$ cat config.mk
export PLATFORM = sky130hd
export DESIGN_NAME = sbt_timing
export DESIGN_NICKNAME = d
export VERILOG_FILES = /design/src/sbt_sync.v /design/src/sbt_timing.v
export VERILOG_INCLUDE_DIRS = /design/src
export SDC_FILE = /design/constraint.sdc
export NUM_CORES = 1
export LEC_CHECK = 0
export BUFFER_PORTS_ARGS = -buffer_cell sky130_fd_sc_hd__buf_4
export CAP_MARGIN = 20
export CORE_ASPECT_RATIO = 1.25
export CORE_MARGIN = 2
export CORE_UTILIZATION = 53
export DETAILED_ROUTE_END_ITERATION = 10
export PLACE_DENSITY = 0.76
export SLEW_MARGIN = 20
export SYNTH_ARGS = -nofsm -noshare
export SYNTH_HDL_FRONTEND = slang
export SYNTH_HIERARCHICAL = 1
export SYNTH_SLANG_ARGS = --single-unit
$ cat constraint.sdc
create_clock -name clk_sys_in -period 4.6 [get_ports clk_sys_in]
set_input_delay 0.23 -clock clk_sys_in [delete_from_list [all_inputs] [get_ports clk_sys_in]]
set_output_delay 0.23 -clock clk_sys_in [all_outputs]
set_load 0.005 [all_outputs]
$ cat src/sbt_defs.vh
// Register offsets, field positions, reset values and timing counts of the bus timing block.
`ifndef SBT_DEFS_VH
`define SBT_DEFS_VH
`define SBT_CFG_ADDR 8'hC1
`define SBT_CFG_RESET 8'h00
`define SBT_BIT_ENABLE 7
`define SBT_BIT_INHIBIT 6
`define SBT_BIT_BUSY 5
`define SBT_BIT_EXTEND 4
`define SBT_BIT_LOW_TO 3
`define SBT_BIT_FREE_TO 2
`define SBT_BIT_CS_HI 1
`define SBT_BIT_CS_LO 0
`define SBT_WRITE_MASK 8'hDF
`define SBT_SETUP_EXT 8'h0B
`define SBT_HOLD_EXT 8'h0C
`define SBT_HOLD_BASE 8'h03
`define SBT_SETUP_MARGIN 8'h04
`define SBT_SETUP_SW 8'h01
`define SBT_FREE_PERIODS 4'hA
`define SBT_LOW_PHASE 2'h1
`define SBT_HIGH_PHASE 2'h2
`endif

$ cat src/sbt_sync.v
// Two-flop synchroniser for one signal arriving from outside the system clock domain.
`timescale 1ns/100ps
`default_nettype none
module sbt_sync
(
	input wire clk_sys_in,
	input wire rst_n_in,
	input wire async_in,
	output reg sync_out
);
	reg meta_r;

	// The first stage feeds only the second; bus lines idle high, so both reset to one.
	always @(posedge clk_sys_in or negedge rst_n_in)
	begin
		if (!rst_n_in)
		begin
			meta_r <= 1'b1;
			sync_out <= 1'b1;
		end
		else
		begin
			meta_r <= async_in;
			sync_out <= meta_r;
		end
	end
endmodule
`default_nettype wire

$ cat src/sbt_timing.v
// Bus timing and configuration: master clock pacing, SDA setup/hold, timeouts, config register.
//
// Summary of operation
// Undisturbed master clock high phase lasts about twice the low phase.
// Master never makes SCL phases shorter than one source overflow period.
// Master waits while SCL is held low by others before continuing.
// With extension on, SDA setup is 11 clocks and hold 12 clocks.
// Without extension, hold is 3 clocks; setup is low time minus 4.
// Short software-delay setup applies only to ACK bits and data MSBs.
// Software delay runs from data/ACK write until the interrupt flag clears.
// Software picks extension so setup reaches 250 ns and hold 300 ns.
// Software should enable extension when the system clock exceeds 10 MHz.
// Low-timeout enabled: third timer reloads while SCL high, counts while low.
// Software sets third timer to 25 ms and restarts the interface on overflow.
// Free-timeout enabled: bus free once both lines high over 10 periods.
// A bus-free timeout acts like a stop: interrupt request and stop flag.
// Bit 7 enables the interface; enabled, it watches the bus lines.
// Slave inhibit NACKs addresses and mutes slave interrupts from next start.
// Clock select 00,01,10,11 picks timer0, timer1, timer4 high, timer4 low overflows.
// Minimum SCL low and high times each equal one source overflow period.
// Undisturbed master bit rate is one third of the overflow rate.
// Busy bit sets during a transfer and clears on stop or free timeout.
// All configuration bits reset to zero.
`timescale 1ns/100ps
`default_nettype none
`include "sbt_defs.vh"
module sbt_timing
(
	input wire clk_sys_in,
	input wire rst_n_in,
	input wire [7:0] sfr_addr_in,
	input wire sfr_wr_in,
	input wire [7:0] sfr_wdata_in,
	output reg [7:0] sfr_rdata_out,
	input wire ovf_timer0_in,
	input wire ovf_timer1_in,
	input wire ovf_timer4_hi_in,
	input wire ovf_timer4_lo_in,
	input wire master_run_in,
	input wire sda_next_in,
	input wire sda_next_valid_in,
	input wire short_setup_in,
	input wire sw_release_in,
	input wire scl_in,
	input wire sda_in,
	output reg scl_oe_out,
	output reg sda_oe_out,
	output wire scl_out,
	output wire sda_out,
	output reg timer3_reload_out,
	output reg stop_detect_out,
	output reg free_timeout_out,
	output reg bit_done_out,
	output reg slave_inhibit_out
);
	////////////////////////////////////////////////////////////////////////////////
	// Configuration register.
	reg [7:0] cfg_r;
	reg busy_r;
	reg inh_pending_r;
	wire scl_s;
	wire sda_s;
	reg scl_d_r;
	reg sda_d_r;
	wire enable = cfg_r[`SBT_BIT_ENABLE];
	wire start_seen = enable && scl_s && scl_d_r && sda_d_r && !sda_s;
	wire stop_seen = enable && scl_s && scl_d_r && !sda_d_r && sda_s;

	// Open-drain lines only ever drive low; the enables decide the level.
	assign scl_out = 1'b0;
	assign sda_out = 1'b0;

	sbt_sync u_scl_sync
	(
		.clk_sys_in(clk_sys_in),
		.rst_n_in(rst_n_in),
		.async_in(scl_in),
		.sync_out(scl_s)
	);

	sbt_sync u_sda_sync
	(
		.clk_sys_in(clk_sys_in),
		.rst_n_in(rst_n_in),
		.async_in(sda_in),
		.sync_out(sda_s)
	);

	// Writes store every bit but busy, which only hardware drives.
	always @(posedge clk_sys_in or negedge rst_n_in)
	begin
		if (!rst_n_in)
			cfg_r <= `SBT_CFG_RESET;
		else if (sfr_wr_in && sfr_addr_in == `SBT_CFG_ADDR)
			cfg_r <= sfr_wdata_in & `SBT_WRITE_MASK;
	end

	// Reads return live busy state; other addresses read as zero.
	always @*
	begin
		sfr_rdata_out = 8'h00;
		if (sfr_addr_in == `SBT_CFG_ADDR)
		begin
			sfr_rdata_out = cfg_r;
			sfr_rdata_out[`SBT_BIT_BUSY] = busy_r;
		end
	end

	////////////////////////////////////////////////////////////////////////////////
	// Clock source selection.
	reg src_ovf;

	always @*
	begin
		case ({cfg_r[`SBT_BIT_CS_HI], cfg_r[`SBT_BIT_CS_LO]})
		2'b00: src_ovf = ovf_timer0_in;
		2'b01: src_ovf = ovf_timer1_in;
		2'b10: src_ovf = ovf_timer4_hi_in;
		default: src_ovf = ovf_timer4_lo_in;
		endcase
	end

	////////////////////////////////////////////////////////////////////////////////
	// Bus monitor: edges, busy, inhibit, low timeout and free timeout.
	reg [3:0] free_cnt_r;

	// Busy and the inhibit take-over are set by the start; a stop or free timeout clears busy only.
	always @(posedge clk_sys_in or negedge rst_n_in)
	begin
		if (!rst_n_in)
		begin
			scl_d_r <= 1'b1;
			sda_d_r <= 1'b1;
			busy_r <= 1'b0;
			slave_inhibit_out <= 1'b0;
			inh_pending_r <= 1'b0;
			free_cnt_r <= 4'h0;
			free_timeout_out <= 1'b0;
			stop_detect_out <= 1'b0;
			timer3_reload_out <= 1'b1;
		end
		else
		begin
			scl_d_r <= scl_s;
			sda_d_r <= sda_s;
			inh_pending_r <= cfg_r[`SBT_BIT_INHIBIT];
			free_timeout_out <= 1'b0;
			stop_detect_out <= 1'b0;
			// A low SCL lets the third timer run; high or disabled keeps it reloading.
			timer3_reload_out <= !(enable && cfg_r[`SBT_BIT_LOW_TO] && !scl_s);
			if (start_seen)
				slave_inhibit_out <= inh_pending_r;
			if (!enable)
				busy_r <= 1'b0;
			else if (start_seen)
				busy_r <= 1'b1;
			else if (stop_seen || free_timeout_out)
				busy_r <= 1'b0;
			// Counting source periods with both lines high; the eleventh overflow crosses ten.
			if (!enable || !cfg_r[`SBT_BIT_FREE_TO] || !scl_s || !sda_s || !busy_r)
				free_cnt_r <= 4'h0;
			else if (src_ovf)
			begin
				if (free_cnt_r == `SBT_FREE_PERIODS)
				begin
					free_cnt_r <= 4'h0;
					free_timeout_out <= 1'b1;
				end
				else
					free_cnt_r <= free_cnt_r + 4'h1;
			end
			// The free timeout is reported exactly as a detected stop.
			stop_detect_out <= stop_seen || (free_timeout_out && busy_r);
		end
	end

	////////////////////////////////////////////////////////////////////////////////
	// Master SCL generator: one period low, two periods high, stretched by the bus.
	localparam ST_IDLE = 3'b001;
	localparam ST_LOW = 3'b010;
	localparam ST_HIGH = 3'b100;
	reg [2:0] state_r;
	reg [1:0] ph_cnt_r;
	reg [7:0] low_cnt_r;
	reg [7:0] hold_cnt_r;
	reg sda_pend_r;
	reg sda_val_r;
	reg setup_ok;

	// Setup needed before releasing SCL, in system clocks spent low.
	function [7:0] sbt_need;
		input ext;
		input shortcut;
		input [7:0] low_len;
		begin
			if (ext)
				sbt_need = `SBT_SETUP_EXT;
			else if (shortcut)
				sbt_need = `SBT_SETUP_SW;
			else if (low_len > `SBT_SETUP_MARGIN)
				sbt_need = low_len - `SBT_SETUP_MARGIN;
			else
				sbt_need = 8'h01;
		end
	endfunction

	always @*
	begin
		setup_ok = low_cnt_r >= sbt_need(cfg_r[`SBT_BIT_EXTEND], short_setup_in, low_cnt_r);
	end

	// The low phase ends only after a source overflow; the high phase also ends early when another master pulls SCL low after its first overflow.
	always @(posedge clk_sys_in or negedge rst_n_in)
	begin
		if (!rst_n_in)
		begin
			state_r <= ST_IDLE;
			ph_cnt_r <= 2'h0;
			low_cnt_r <= 8'h00;
			hold_cnt_r <= 8'h00;
			sda_pend_r <= 1'b0;
			sda_val_r <= 1'b1;
			scl_oe_out <= 1'b0;
			sda_oe_out <= 1'b0;
			bit_done_out <= 1'b0;
		end
		else
		begin
			bit_done_out <= 1'b0;
			if (hold_cnt_r != 8'h00)
				hold_cnt_r <= hold_cnt_r - 8'h01;
			if (sda_next_valid_in)
			begin
				sda_pend_r <= 1'b1;
				sda_val_r <= sda_next_in;
				low_cnt_r <= 8'h00; // setup counted from data write
			end
			else if (low_cnt_r != 8'hFF)
				low_cnt_r <= low_cnt_r + 8'h01;
			// New data reaches SDA only once hold time after the falling edge is met.
			// Setup restarts when SDA really moves, so a long hold wait cannot eat into it.
			if (sda_pend_r && hold_cnt_r == 8'h00 && !sda_next_valid_in)
			begin
				sda_oe_out <= !sda_val_r;
				sda_pend_r <= 1'b0;
				low_cnt_r <= 8'h00;
			end
			case (state_r)
			ST_IDLE:
			begin
				scl_oe_out <= 1'b0;
				if (enable && master_run_in)
				begin
					state_r <= ST_LOW;
					scl_oe_out <= 1'b1;
					ph_cnt_r <= 2'h0;
					hold_cnt_r <= cfg_r[`SBT_BIT_EXTEND] ? `SBT_HOLD_EXT : `SBT_HOLD_BASE;
				end
			end
			ST_LOW:
			begin
				if (src_ovf && ph_cnt_r != `SBT_LOW_PHASE)
					ph_cnt_r <= ph_cnt_r + 2'h1;
				// Release needs the low period, setup met, data applied and software done.
				if (ph_cnt_r == `SBT_LOW_PHASE && setup_ok && !sda_pend_r && sw_release_in)
				begin
					scl_oe_out <= 1'b0;
					state_r <= ST_HIGH;
					ph_cnt_r <= 2'h0;
				end
			end
			ST_HIGH:
			begin
				// High time counts only once SCL really reads high.
				if (!scl_s && scl_oe_out == 1'b0 && ph_cnt_r == 2'h0)
					ph_cnt_r <= 2'h0;
				else if (!scl_s)
				begin
					// Another master pulled SCL low early: follow it into the low phase.
					state_r <= ST_LOW;
					scl_oe_out <= 1'b1;
					ph_cnt_r <= 2'h0;
					bit_done_out <= 1'b1;
					hold_cnt_r <= cfg_r[`SBT_BIT_EXTEND] ? `SBT_HOLD_EXT : `SBT_HOLD_BASE;
				end
				else if (src_ovf)
				begin
					if (ph_cnt_r == `SBT_HIGH_PHASE - 2'h1) // two periods high
					begin
						bit_done_out <= 1'b1;
						ph_cnt_r <= 2'h0;
						hold_cnt_r <= cfg_r[`SBT_BIT_EXTEND] ? `SBT_HOLD_EXT : `SBT_HOLD_BASE;
						if (enable && master_run_in)
						begin
							state_r <= ST_LOW;
							scl_oe_out <= 1'b1;
						end
						else
							state_r <= ST_IDLE;
					end
					else
						ph_cnt_r <= ph_cnt_r + 2'h1;
				end
			end
			default:
				state_r <= ST_IDLE;
			endcase
			if (!enable)
			begin
				state_r <= ST_IDLE;
				scl_oe_out <= 1'b0;
				sda_oe_out <= 1'b0;
				sda_pend_r <= 1'b0;
			end
		end
	end
endmodule
`default_nettype wire

== Word level (Yosys, flattened, before mapping) ==
Index checks and enable logic that the tools add are counted.

* $add $sub $neg: 5
* Order comparisons: 2
* Equal/unequal tests: 23
* Mux-type cells: 61
* Bitwise logic cells: 1
* Reductions and logical operators: 45

{| class="wikitable"
|+ Operators by type and width
! kind !! count
|-
| $mux W8 || 13
|-
| $mux W1 || 24
|-
| $mux W3 || 7
|-
| $logic_and A1 B1 Y1 || 19
|-
| $mux W2 || 8
|-
| $mux W4 || 4
|-
| $ne A4 B4 Y1 const B || 4
|-
| $pmux W8 S2 || 1
|-
| $ne A3 B3 Y1 const B || 4
|-
| $logic_not A1 Y1 || 10
|-
| $pmux W3 S3 || 1
|-
| $add A8 B1 Y8 const B || 1
|-
| $eq A8 B8 Y1 const B || 1
|-
| $ge A8 B8 Y1 || 1
|-
| $gt A8 B3 Y1 const B || 1
|-
| $logic_not A8 Y1 || 1
|-
| $ne A8 B8 Y1 const B || 1
|-
| $reduce_bool A8 Y1 || 1
|-
| $sub A8 B1 Y8 const B || 1
|-
| $sub A8 B3 Y8 const B || 1
|-
| $logic_or A1 B1 Y1 || 6
|-
| $pmux W1 S3 || 2
|-
| $pmux W2 S3 || 1
|-
| $reduce_and A6 Y1 || 1
|-
| other kinds (19) || 23
|}

* Bits in registers: 49
* Input port bits: 30
* Output and inout bits: 17
* Logic and storage cells: 160

== Logic depth before layout (Yosys ltp) ==
Gate-level depths: netlist of the first run.

* Word-level depth: 11
* Gate-level depth with buffers: 13
* Depth with buffers taken out: 13

== By module ==
Netlist of the first run, hierarchy kept.

{| class="wikitable"
|+ By module, submodules not included
! module !! times used !! cells each !! area each (um^2) !! sequential area each (um^2)
|-
| sbt_timing || 1 || 284 || 2766.4 || 1132.3
|-
| sbt_sync || 2 || 2 || 52.6 || 52.6
|}

== Worst setup path after synthesis of the first run ==
No wires, ideal clock.

* Path kind: reg2reg
* From: register low_cnt_r[2]
* To: register ph_cnt_r[1]
* Library setup time: 0.125 ns
* Arrival: 3.194 ns
* Required time: 4.475 ns
* Slack: 1.281 ns
* Cell stages (with the launch flop): 14
* Path buffers: 0
* Period minus slack after synthesis: 3.319 ns
* Cells stage by stage: dfrtp_1 inv_1 ha_1 a21o_1 a31oi_1 nor2b_1 nand2_1 ha_1 nand2b_1 a2111oi_2 o21bai_1 a21o_1 o221ai_1 mux2_2

* Longest elaborated chain between the ends: 10
* Elaborated cells between the ends (all ways): 13
* Classes of those cells: 1 x add/sub; 2 x order compare; 1 x eq/ne; 5 x mux; 4 x reduce/logical

{| class="wikitable"
|+ Ends and longest elaborated chain
! what !! line !! text
|-
| start: declaration || sbt_timing.v:184 || <nowiki>reg [7:0] low_cnt_r;</nowiki>
|-
| start signal: assignment || sbt_timing.v:239 || <nowiki>low_cnt_r <= low_cnt_r + 8'h01;</nowiki>
|-
| $sub A8 B3 Y8 (no line) / $gt A8 B3 Y1 (equally long branches) || n/a ||
|-
| $mux W8 || sbt_timing.v:200 || <nowiki>else if (low_len > `SBT_SETUP_MARGIN)</nowiki>
|-
| $mux W8 || sbt_timing.v:198 || <nowiki>else if (shortcut)</nowiki>
|-
| $mux W8 || sbt_timing.v:196 || <nowiki>if (ext)</nowiki>
|-
| $ge A8 B8 Y1 * || sbt_timing.v:209 || <nowiki>setup_ok = low_cnt_r >= sbt_need(cfg_r[`SBT_BIT_EXTEND], short_setup_in, low_cnt_r);</nowiki>
|-
| $logic_and A1 B1 Y1 * (3 in series) || sbt_timing.v:265 || <nowiki>if (ph_cnt_r == `SBT_LOW_PHASE && setup_ok && !sda_pend_r && sw_release_in)</nowiki>
|-
| $ne A3 B3 Y1 (no line) / $mux W2 (equally long branches) || n/a ||
|-
| $reduce_and A4 Y1 (no line) / $pmux W2 S3 (equally long branches) || n/a ||
|-
| end signal: assignment || sbt_timing.v:263 || <nowiki>ph_cnt_r <= ph_cnt_r + 2'h1;</nowiki>
|-
| end signal: assignment || sbt_timing.v:302 || <nowiki>ph_cnt_r <= ph_cnt_r + 2'h1;</nowiki>
|-
| end: declaration || sbt_timing.v:183 || <nowiki>reg [1:0] ph_cnt_r;</nowiki>
|}

Every way passes the cells marked *; elsewhere a longest branch is shown, timed or not.
A chain may end at the register's enable or synchronous reset.

== Worst setup path after layout of the first run ==
Same ends and word-level chain as after synthesis.

==> flow_metrics.py, run 1 <==
metrics = {
    "floorplanning": {
        "die_h_um": 86.3,
        "core_sq_mm": 0.00515,
        "die_w_um": 69.8,
        "die-area_sq_mm": 0.00603,
        "start_util_pct": 55.7,
        "num_rows": 29,
        "ios": 47,
    },
    "global_routing": {
        "grt_max_degree": 50,
        "grt_pass1_vias": 2102,
        "grt_pass1_wl_um": 9440,
        "grt_usage_pct": 19.5,
        "antenna_found_initial": 0,
        "grt-ovfl-total": 0,
    },
    "critical_path": {
        "crit_path_end_kind": "register",
        "critPathKind": "register to register",
        "crit_slowest_cell": "dfrtp_1",
        "worstPathArrival_ns": 3.93,
        "slowest_delay_ns": 0.45,
        "critPathBufInv": 1,
        "crit_chain": "inv_1 -> ha_1 -> a21o_1 -> a31oi_1 -> nor2b_1 -> nand2_1 -> ha_1 -> nand2b_1 -> a2111oi_2 -> o21bai_1 -> a21o_1 -> o221ai_1 -> mux2_2",
        "critical_path_required_ns": 4.80,
        "cp-start-kind": "register",
        "cp_top_family": "compound AO/OA/AOI/OAI gates",
        "path_max_fanout": 6,
    },
    "routing": {
        "ant_nets": 0,
        "drt_wl_total_um": 5540,
        "wl_met1_um": 2400,
        "wl_met2_um": 2700,
        "vias": 2185,
        "highest_layer": "met4",
        "wl_met3_um": 337,
        "dr.pass1.iters": 6,
        "vias_per_cell": 5.53,
        "routedWlPerCell_um": 14.0,
        "drtIter0Drc": 127,
        "drc": 0,
    },
    "final_layout": {
        "fin_cells": 395,
        "area_delta_synth_final_pct": 17.5,
        "drive_gt1_share_pct": 26.7,
        "n_antenna_cell": 0,
        "fillers": 423,
        "fin_nets": 382,
        "post-route-util_pct": 65.5,
    },
    "cts": {
        "cts_sinks": 49,
        "cts.path.max_buffers": 2,
        "cts_setup_buffers": 0,
        "clk_latency_ns": 0.31,
        "cts.clk_slew.worst_paths_ns": 0.09,
        "cts-root-buf": "clkbuf_8",
        "cts_buffers": 5,
        "cts_max_level": 2,
        "cts_tree": "built",
    },
    "run_status": {
        "status": "finished, final reports clean",
    },
    "placed_design": {
        "post-place-cells": 386,
        "post-dp-hpwl_um": 4060,
        "io_buffers": 43,
        "gp_congestion": 0.774,
    },
    "sta": {
        "skew_ns": 0.00389,
        "fin_crit_sh_pct": 81.1,
        "setup_tns_ns": 0,
        "finalMaxSlewViolations": 0,
        "finalCriticalPeriod_ns": 3.73,
        "tightest_slew_ns": 0.601,
        "fmax_ghz": 0.268,
        "maxSlewHeadroom_pct": 59.9,
        "grt_setup_unrepaired": "false",
        "hold_viol": 0,
        "setup_viol": 0,
        "hold_slack_ns": 0.0210,
    },
    "flow_run": {
        "drv_cap": 0,
    },
    "synthesis": {
        "async_flop_share_pct": 100,
        "ys_seq_area_share_pct": 43.1,
        "synth_edf_count": 0,
        "netlist_instances": 288,
        "synthTopCellsByArea": "dfrtp_1 (35%), ha_1 (8.7%), dfstp_2 (8.2%), mux2_2 (3.9%), nor2_1 (3.8%)",
        "ys_ff_latch": 49,
        "synth_cell_type_count": 59,
        "synth_top_area_cell": "dfrtp_1",
        "avgSynthCellArea_sq_um": 9.97,
        "yosys.area.top_type_share_pct": 34.9,
        "yosys_warnings": 6,
        "syn_area_sq_mm": 0.00287,
        "synth_flop_cell": "dfrtp_1",
    },
    "power_and_ir_drop": {
        "vdd_ir_drop_max_uv": 194,
        "p_leak_nw": 1.53,
        "powerDensity_mw_per_mm2": 326,
    },
    "worst_hold_path": {
        "hp-class": "input port to register",
    },
}
cell type report:
class	count	area, sq um	area share [%]
clock buffer	5	68.8	2.04
tap	62	77.6	2.30
sequential	49	1240	36.7
multi-input combinational	214	1520	45.1
timing repair buffer	44	333	9.87
inverter	18	67.6	2.00
clock inverter	3	68.8	2.04
state kept, by name, indices dropped and copies added (netlist names), 2 cells and up:
| register | count |
|---|---|
| low_cnt_r | 8 |
| state_r | 3 |
| cfg_r | 7 |
| free_cnt_r | 4 |
| ph_cnt_r | 2 |
| hold_cnt_r | 8 |
Yosys cell counts, types with 3 or more instances:
cell type,instances
a21oi_1,17
a31oi_1,4
and2_1,7
and3_1,3
buf_4,3
clkbuf_1,3
dfrtp_1,40
dfstp_2,9
ha_1,20
inv_1,17
mux2_2,10
nand2_1,24
nand2b_1,3
nand3_1,7
nand3b_1,4
nand4_1,3
nor2_1,29
nor3_1,7
nor3b_1,3
o21ai_0,12
or3_1,5
xnor2_1,10
xor2_1,4
logic make-up after synthesis:
family	synth area share, %
AND/OR/NAND/NOR	23.1
AO/OA/AOI/OAI	11.5
flip-flops	43.1
buffers and inverters	4.10
adder cells (fa/ha/maj)	8.71
XOR/XNOR	4.27
multiplexers	5.05
other	0.131
through the flow:
stage,power [W],setup WS (ns),cell area [sq um]
finish,0.00110,0.868,3370
global route,0.00116,0.563,3370
CTS,0.00111,0.869,3370
detailed placement,0.000732,0.902,3230
global placement,0.000725,0.956,3230
floorplan,0.000672,1.28,2880
cells in the final DEF (no fill, tap or decap), types with 4 or more instances in the layout:
| master | n |
|---|---|
| xor2_1 | 4 |
| ha_1 | 20 |
| buf_4 | 43 |
| xnor2_1 | 10 |
| mux2_2 | 10 |
| inv_1 | 17 |
| dfstp_2 | 9 |
| and2_1 | 7 |
| or3_1 | 5 |
| nand2_1 | 24 |
| nand3b_1 | 4 |
| nor3_1 | 7 |
| nand3_1 | 7 |
| dfrtp_1 | 40 |
| a31oi_1 | 4 |
| clkbuf_8 | 5 |
| nor2_1 | 29 |
| o21ai_0 | 12 |
| a21oi_1 | 17 |
final timing paths:
check | from | endpoint | slack [ns] | depth (start not counted)
worst max-delay path | low_cnt_r[2] | ph_cnt_r[1] | 0.87 | 13
worst min-delay path | sda_in | u_sda_sync/meta_r | 0.02 | 1
worst max register to register | low_cnt_r[2] | ph_cnt_r[1] | 0.87 | 13
worst min register to register | u_sda_sync/meta_r | u_sda_sync/sync_out | 0.36 | 0
max in group asynchronous | rst_n_in | cfg_r[4] | 3.73 | 2
min in group asynchronous | rst_n_in | hold_cnt_r[6] | 0.46 | 2
timing repair:
action                                 CTS  global route
resized for setup                        0             0
hold buffers                             1             0
endpoints found under the hold margin   40             0
metal layers:
metal / track usage [%] / vias up
li1: - / 1088
met1: 23.4 / 1027
met2: 34.0 / 61
met3: 4.88 / 9
met4: 7.34 / 0
met5: 0 / -
power by group:
group / total [W] / internal, W / switching, W
Sequential: 0.000522 / 0.000480 / 0.0000426
Clock: 0.000372 / 0.000219 / 0.000153
Combinational: 0.000204 / 0.000101 / 0.000103
Total: 0.00110 / 0.000799 / 0.000299
Note: power is estimated with default switching activity, not from simulation.
==> run 2, diff against run 1 <==
--- a/config.mk
+++ b/config.mk
@@ -10,7 +10,7 @@
 export CAP_MARGIN = 20
 export CORE_ASPECT_RATIO = 1.25
 export CORE_MARGIN = 2
-export CORE_UTILIZATION = 53
+export CORE_UTILIZATION = 51
 export DETAILED_ROUTE_END_ITERATION = 10
 export PLACE_DENSITY = 0.76
 export SLEW_MARGIN = 20
==> constraint.sdc (replaced) <==
create_clock -name clk_sys_in -period 3 [get_ports clk_sys_in]
set_input_delay 0.15 -clock clk_sys_in [delete_from_list [all_inputs] [get_ports clk_sys_in]]
set_output_delay 0.15 -clock clk_sys_in [all_outputs]
set_load 0.005 [all_outputs]
==> flow_metrics.py, run 2 (synthesis gave the netlist of run 1 again) <==
metrics = {
    "global_routing": {
        "antenna_found_initial": 0,
        "grt_max_degree": 50,
        "grt_pass1_wl_um": 10700,
        "grt-ovfl-total": 0,
        "grt_pass1_vias": 2510,
        "grt_usage_pct": 21.8,
    },
    "final_layout": {
        "fin_cells": 420,
        "final_cell_mix": "buf_4 (61), dfrtp_1 (39), nor2_1 (29)",
        "area_delta_synth_final_pct": 29.3,
        "post-route-util_pct": 68.2,
        "drive_gt1_share_pct": 36.5,
        "fin_nets": 405,
        "mostFrequentLayoutCell": "buf_4",
        "final_cell_area_sq_mm": 0.00371,
        "largestRegisters": "hold_cnt_r (8), low_cnt_r (8), cfg_r (7)",
        "n_antenna_cell": 0,
    },
    "placed_design": {
        "gp_congestion": 0.807,
        "io_buffers": 43,
        "post-dp-hpwl_um": 4380,
        "place_area_sq_mm": 0.00335,
        "post-place-cells": 401,
    },
    "critical_path": {
        "critical_path_required_ns": 3.20,
        "crit_top_cell": "a21o_1",
        "crit_path_end_kind": "register",
        "cp_num_cells": 13,
        "cp-start-kind": "register",
        "critPathBufInv": 1,
        "crit_chain": "inv_2 -> ha_4 -> a21o_1 -> a31oi_4 -> nor2b_4 -> nand2_1 -> ha_1 -> nand2b_4 -> a2111oi_4 -> o21bai_1 -> a21o_1 -> o221ai_2 -> mux2_4",
        "r2r-end": "ph_cnt_r[1]",
        "reg2reg_depth": 13,
        "cp_top_family": "compound AO/OA/AOI/OAI gates",
        "worstPathArrival_ns": 3.34,
        "reg2reg_slack_ns": -0.14,
        "slowest_delay_ns": 0.42,
        "critPathKind": "register to register",
        "rr_startpoint": "low_cnt_r[2]",
        "path_max_fanout": 3,
        "crit_slowest_cell": "dfrtp_2",
    },
    "worst_hold_path": {
        "hold_depth": 2,
        "min_to": "sda_val_r",
        "hp-class": "input port to register",
        "min_from": "sda_next_in",
    },
    "floorplanning": {
        "ios": 47,
        "die-area_sq_mm": 0.00625,
        "start_util_pct": 52.8,
        "die_w_um": 71.1,
        "num_rows": 30,
        "core_sq_mm": 0.00544,
        "die_h_um": 87.9,
    },
    "power_and_ir_drop": {
        "vdd_ir_drop_max_uv": 481,
        "p_total_w": 0.00169,
        "p_leak_nw": 1.67,
        "powerDensity_mw_per_mm2": 454,
    },
    "routing": {
        "routedWlPerCell_um": 15.6,
        "ant_nets": 0,
        "dr.pass1.iters": 4,
        "drc": 0,
        "vias_per_cell": 5.58,
        "drtIter0Drc": 125,
        "vias": 2343,
        "drt_wl_total_um": 6530,
    },
    "sta": {
        "skew_ns": 0.0131,
        "tightest_slew_ns": 0.606,
        "maxSlewHeadroom_pct": 59.6,
        "hold_viol": 0,
        "fmax_ghz": 0.318,
        "setup_viol": 1,
        "finalCriticalPeriod_ns": 3.14,
        "finalWorstSetupSlack_ns": -0.142,
        "grt_setup_unrepaired": "true",
        "finalMaxSlewViolations": 0,
        "setup_tns_ns": -0.142,
        "fin_crit_sh_pct": 105,
    },
    "cts": {
        "cts-root-buf": "clkbuf_8",
        "cts_max_level": 2,
        "cts.clk_slew.worst_paths_ns": 0.09,
        "cts_buffers": 5,
        "clk_latency_ns": 0.32,
        "cts_tree": "built",
        "cts.path.max_buffers": 2,
        "cts_sinks": 49,
    },
    "run_status": {
        "violations": "negative setup slack",
        "status": "finished, violations left",
    },
    "flow_run": {
        "drv_cap": 0,
    },
}
## run 2: changes by cell type in the layout (fill, tap and decap cells not counted), sizes merged
cell         change
dlygate4sd3      +2
clkbuf           +1
buf             +21
inv              -1
clkinvlp         +1
bufinv           -1
## run 2: power by group
part           leakage, nW  switching (W)  internal (W)
logic                0.977       0.000188      0.000193
clock network       0.0574       0.000235      0.000271
registers            0.632      0.0000635      0.000735
total                 1.67       0.000486       0.00120
## run 2: per-stage QoR
step	setup WS, ns	hold slack, ns
final	-0.142	0.0658
after global routing	-0.250	0.0658
after CTS	-0.0218	0.0601
after detailed placement	-0.0278	0.207
after global placement	0.0375	0.204
after floorplan	0.0136	-0.146
## run 2: routing by layer
| metal | part of all wire (%) | vias up | track usage (%) |
|---|---|---|---|
| met5 | 0 | - | 0 |
| met4 | 3.0 | 0 | 9.78 |
| met3 | 4.0 | 18 | 5.52 |
| met2 | 56 | 64 | 42.5 |
| met1 | 37 | 1136 | 21.5 |
| li1 | - | 1125 | - |
## run 2: how the worst max path moves through the flow
stage	startpoint	end	slack, ns
after floorplan	low_cnt_r[2]	ph_cnt_r[1]	0.01
after global placement	low_cnt_r[2]	ph_cnt_r[1]	0.04
after detailed placement	low_cnt_r[2]	ph_cnt_r[1]	-0.03
after CTS	low_cnt_r[2]	ph_cnt_r[1]	-0.02
after global routing	low_cnt_r[2]	ph_cnt_r[1]	-0.25
final	low_cnt_r[2]	ph_cnt_r[1]	-0.14
## run 2: repair_timing
item / in CTS / in global routing
endpoints found under the hold margin: 42 / 0
setup endpoints to repair: 1 / 5
hold buffers: 3 / 0
setup buffers: 7 / 2
cloned: 0 / 0
pin swaps: 5 / 12
gates resized for setup: 6 / 21
## run 2: layout make-up
| cell class | count | area [sq um] |
|---|---|---|
| fillers | 428 | 1730 |
| clock inverters | 2 | 37.5 |
| clock buffers | 6 | 82.6 |
| multi-input cells | 214 | 1680 |
| inverters | 18 | 67.6 |
| flip-flops and latches | 49 | 1240 |
| well taps | 64 | 80.1 |
| repair buffers | 67 | 531 |
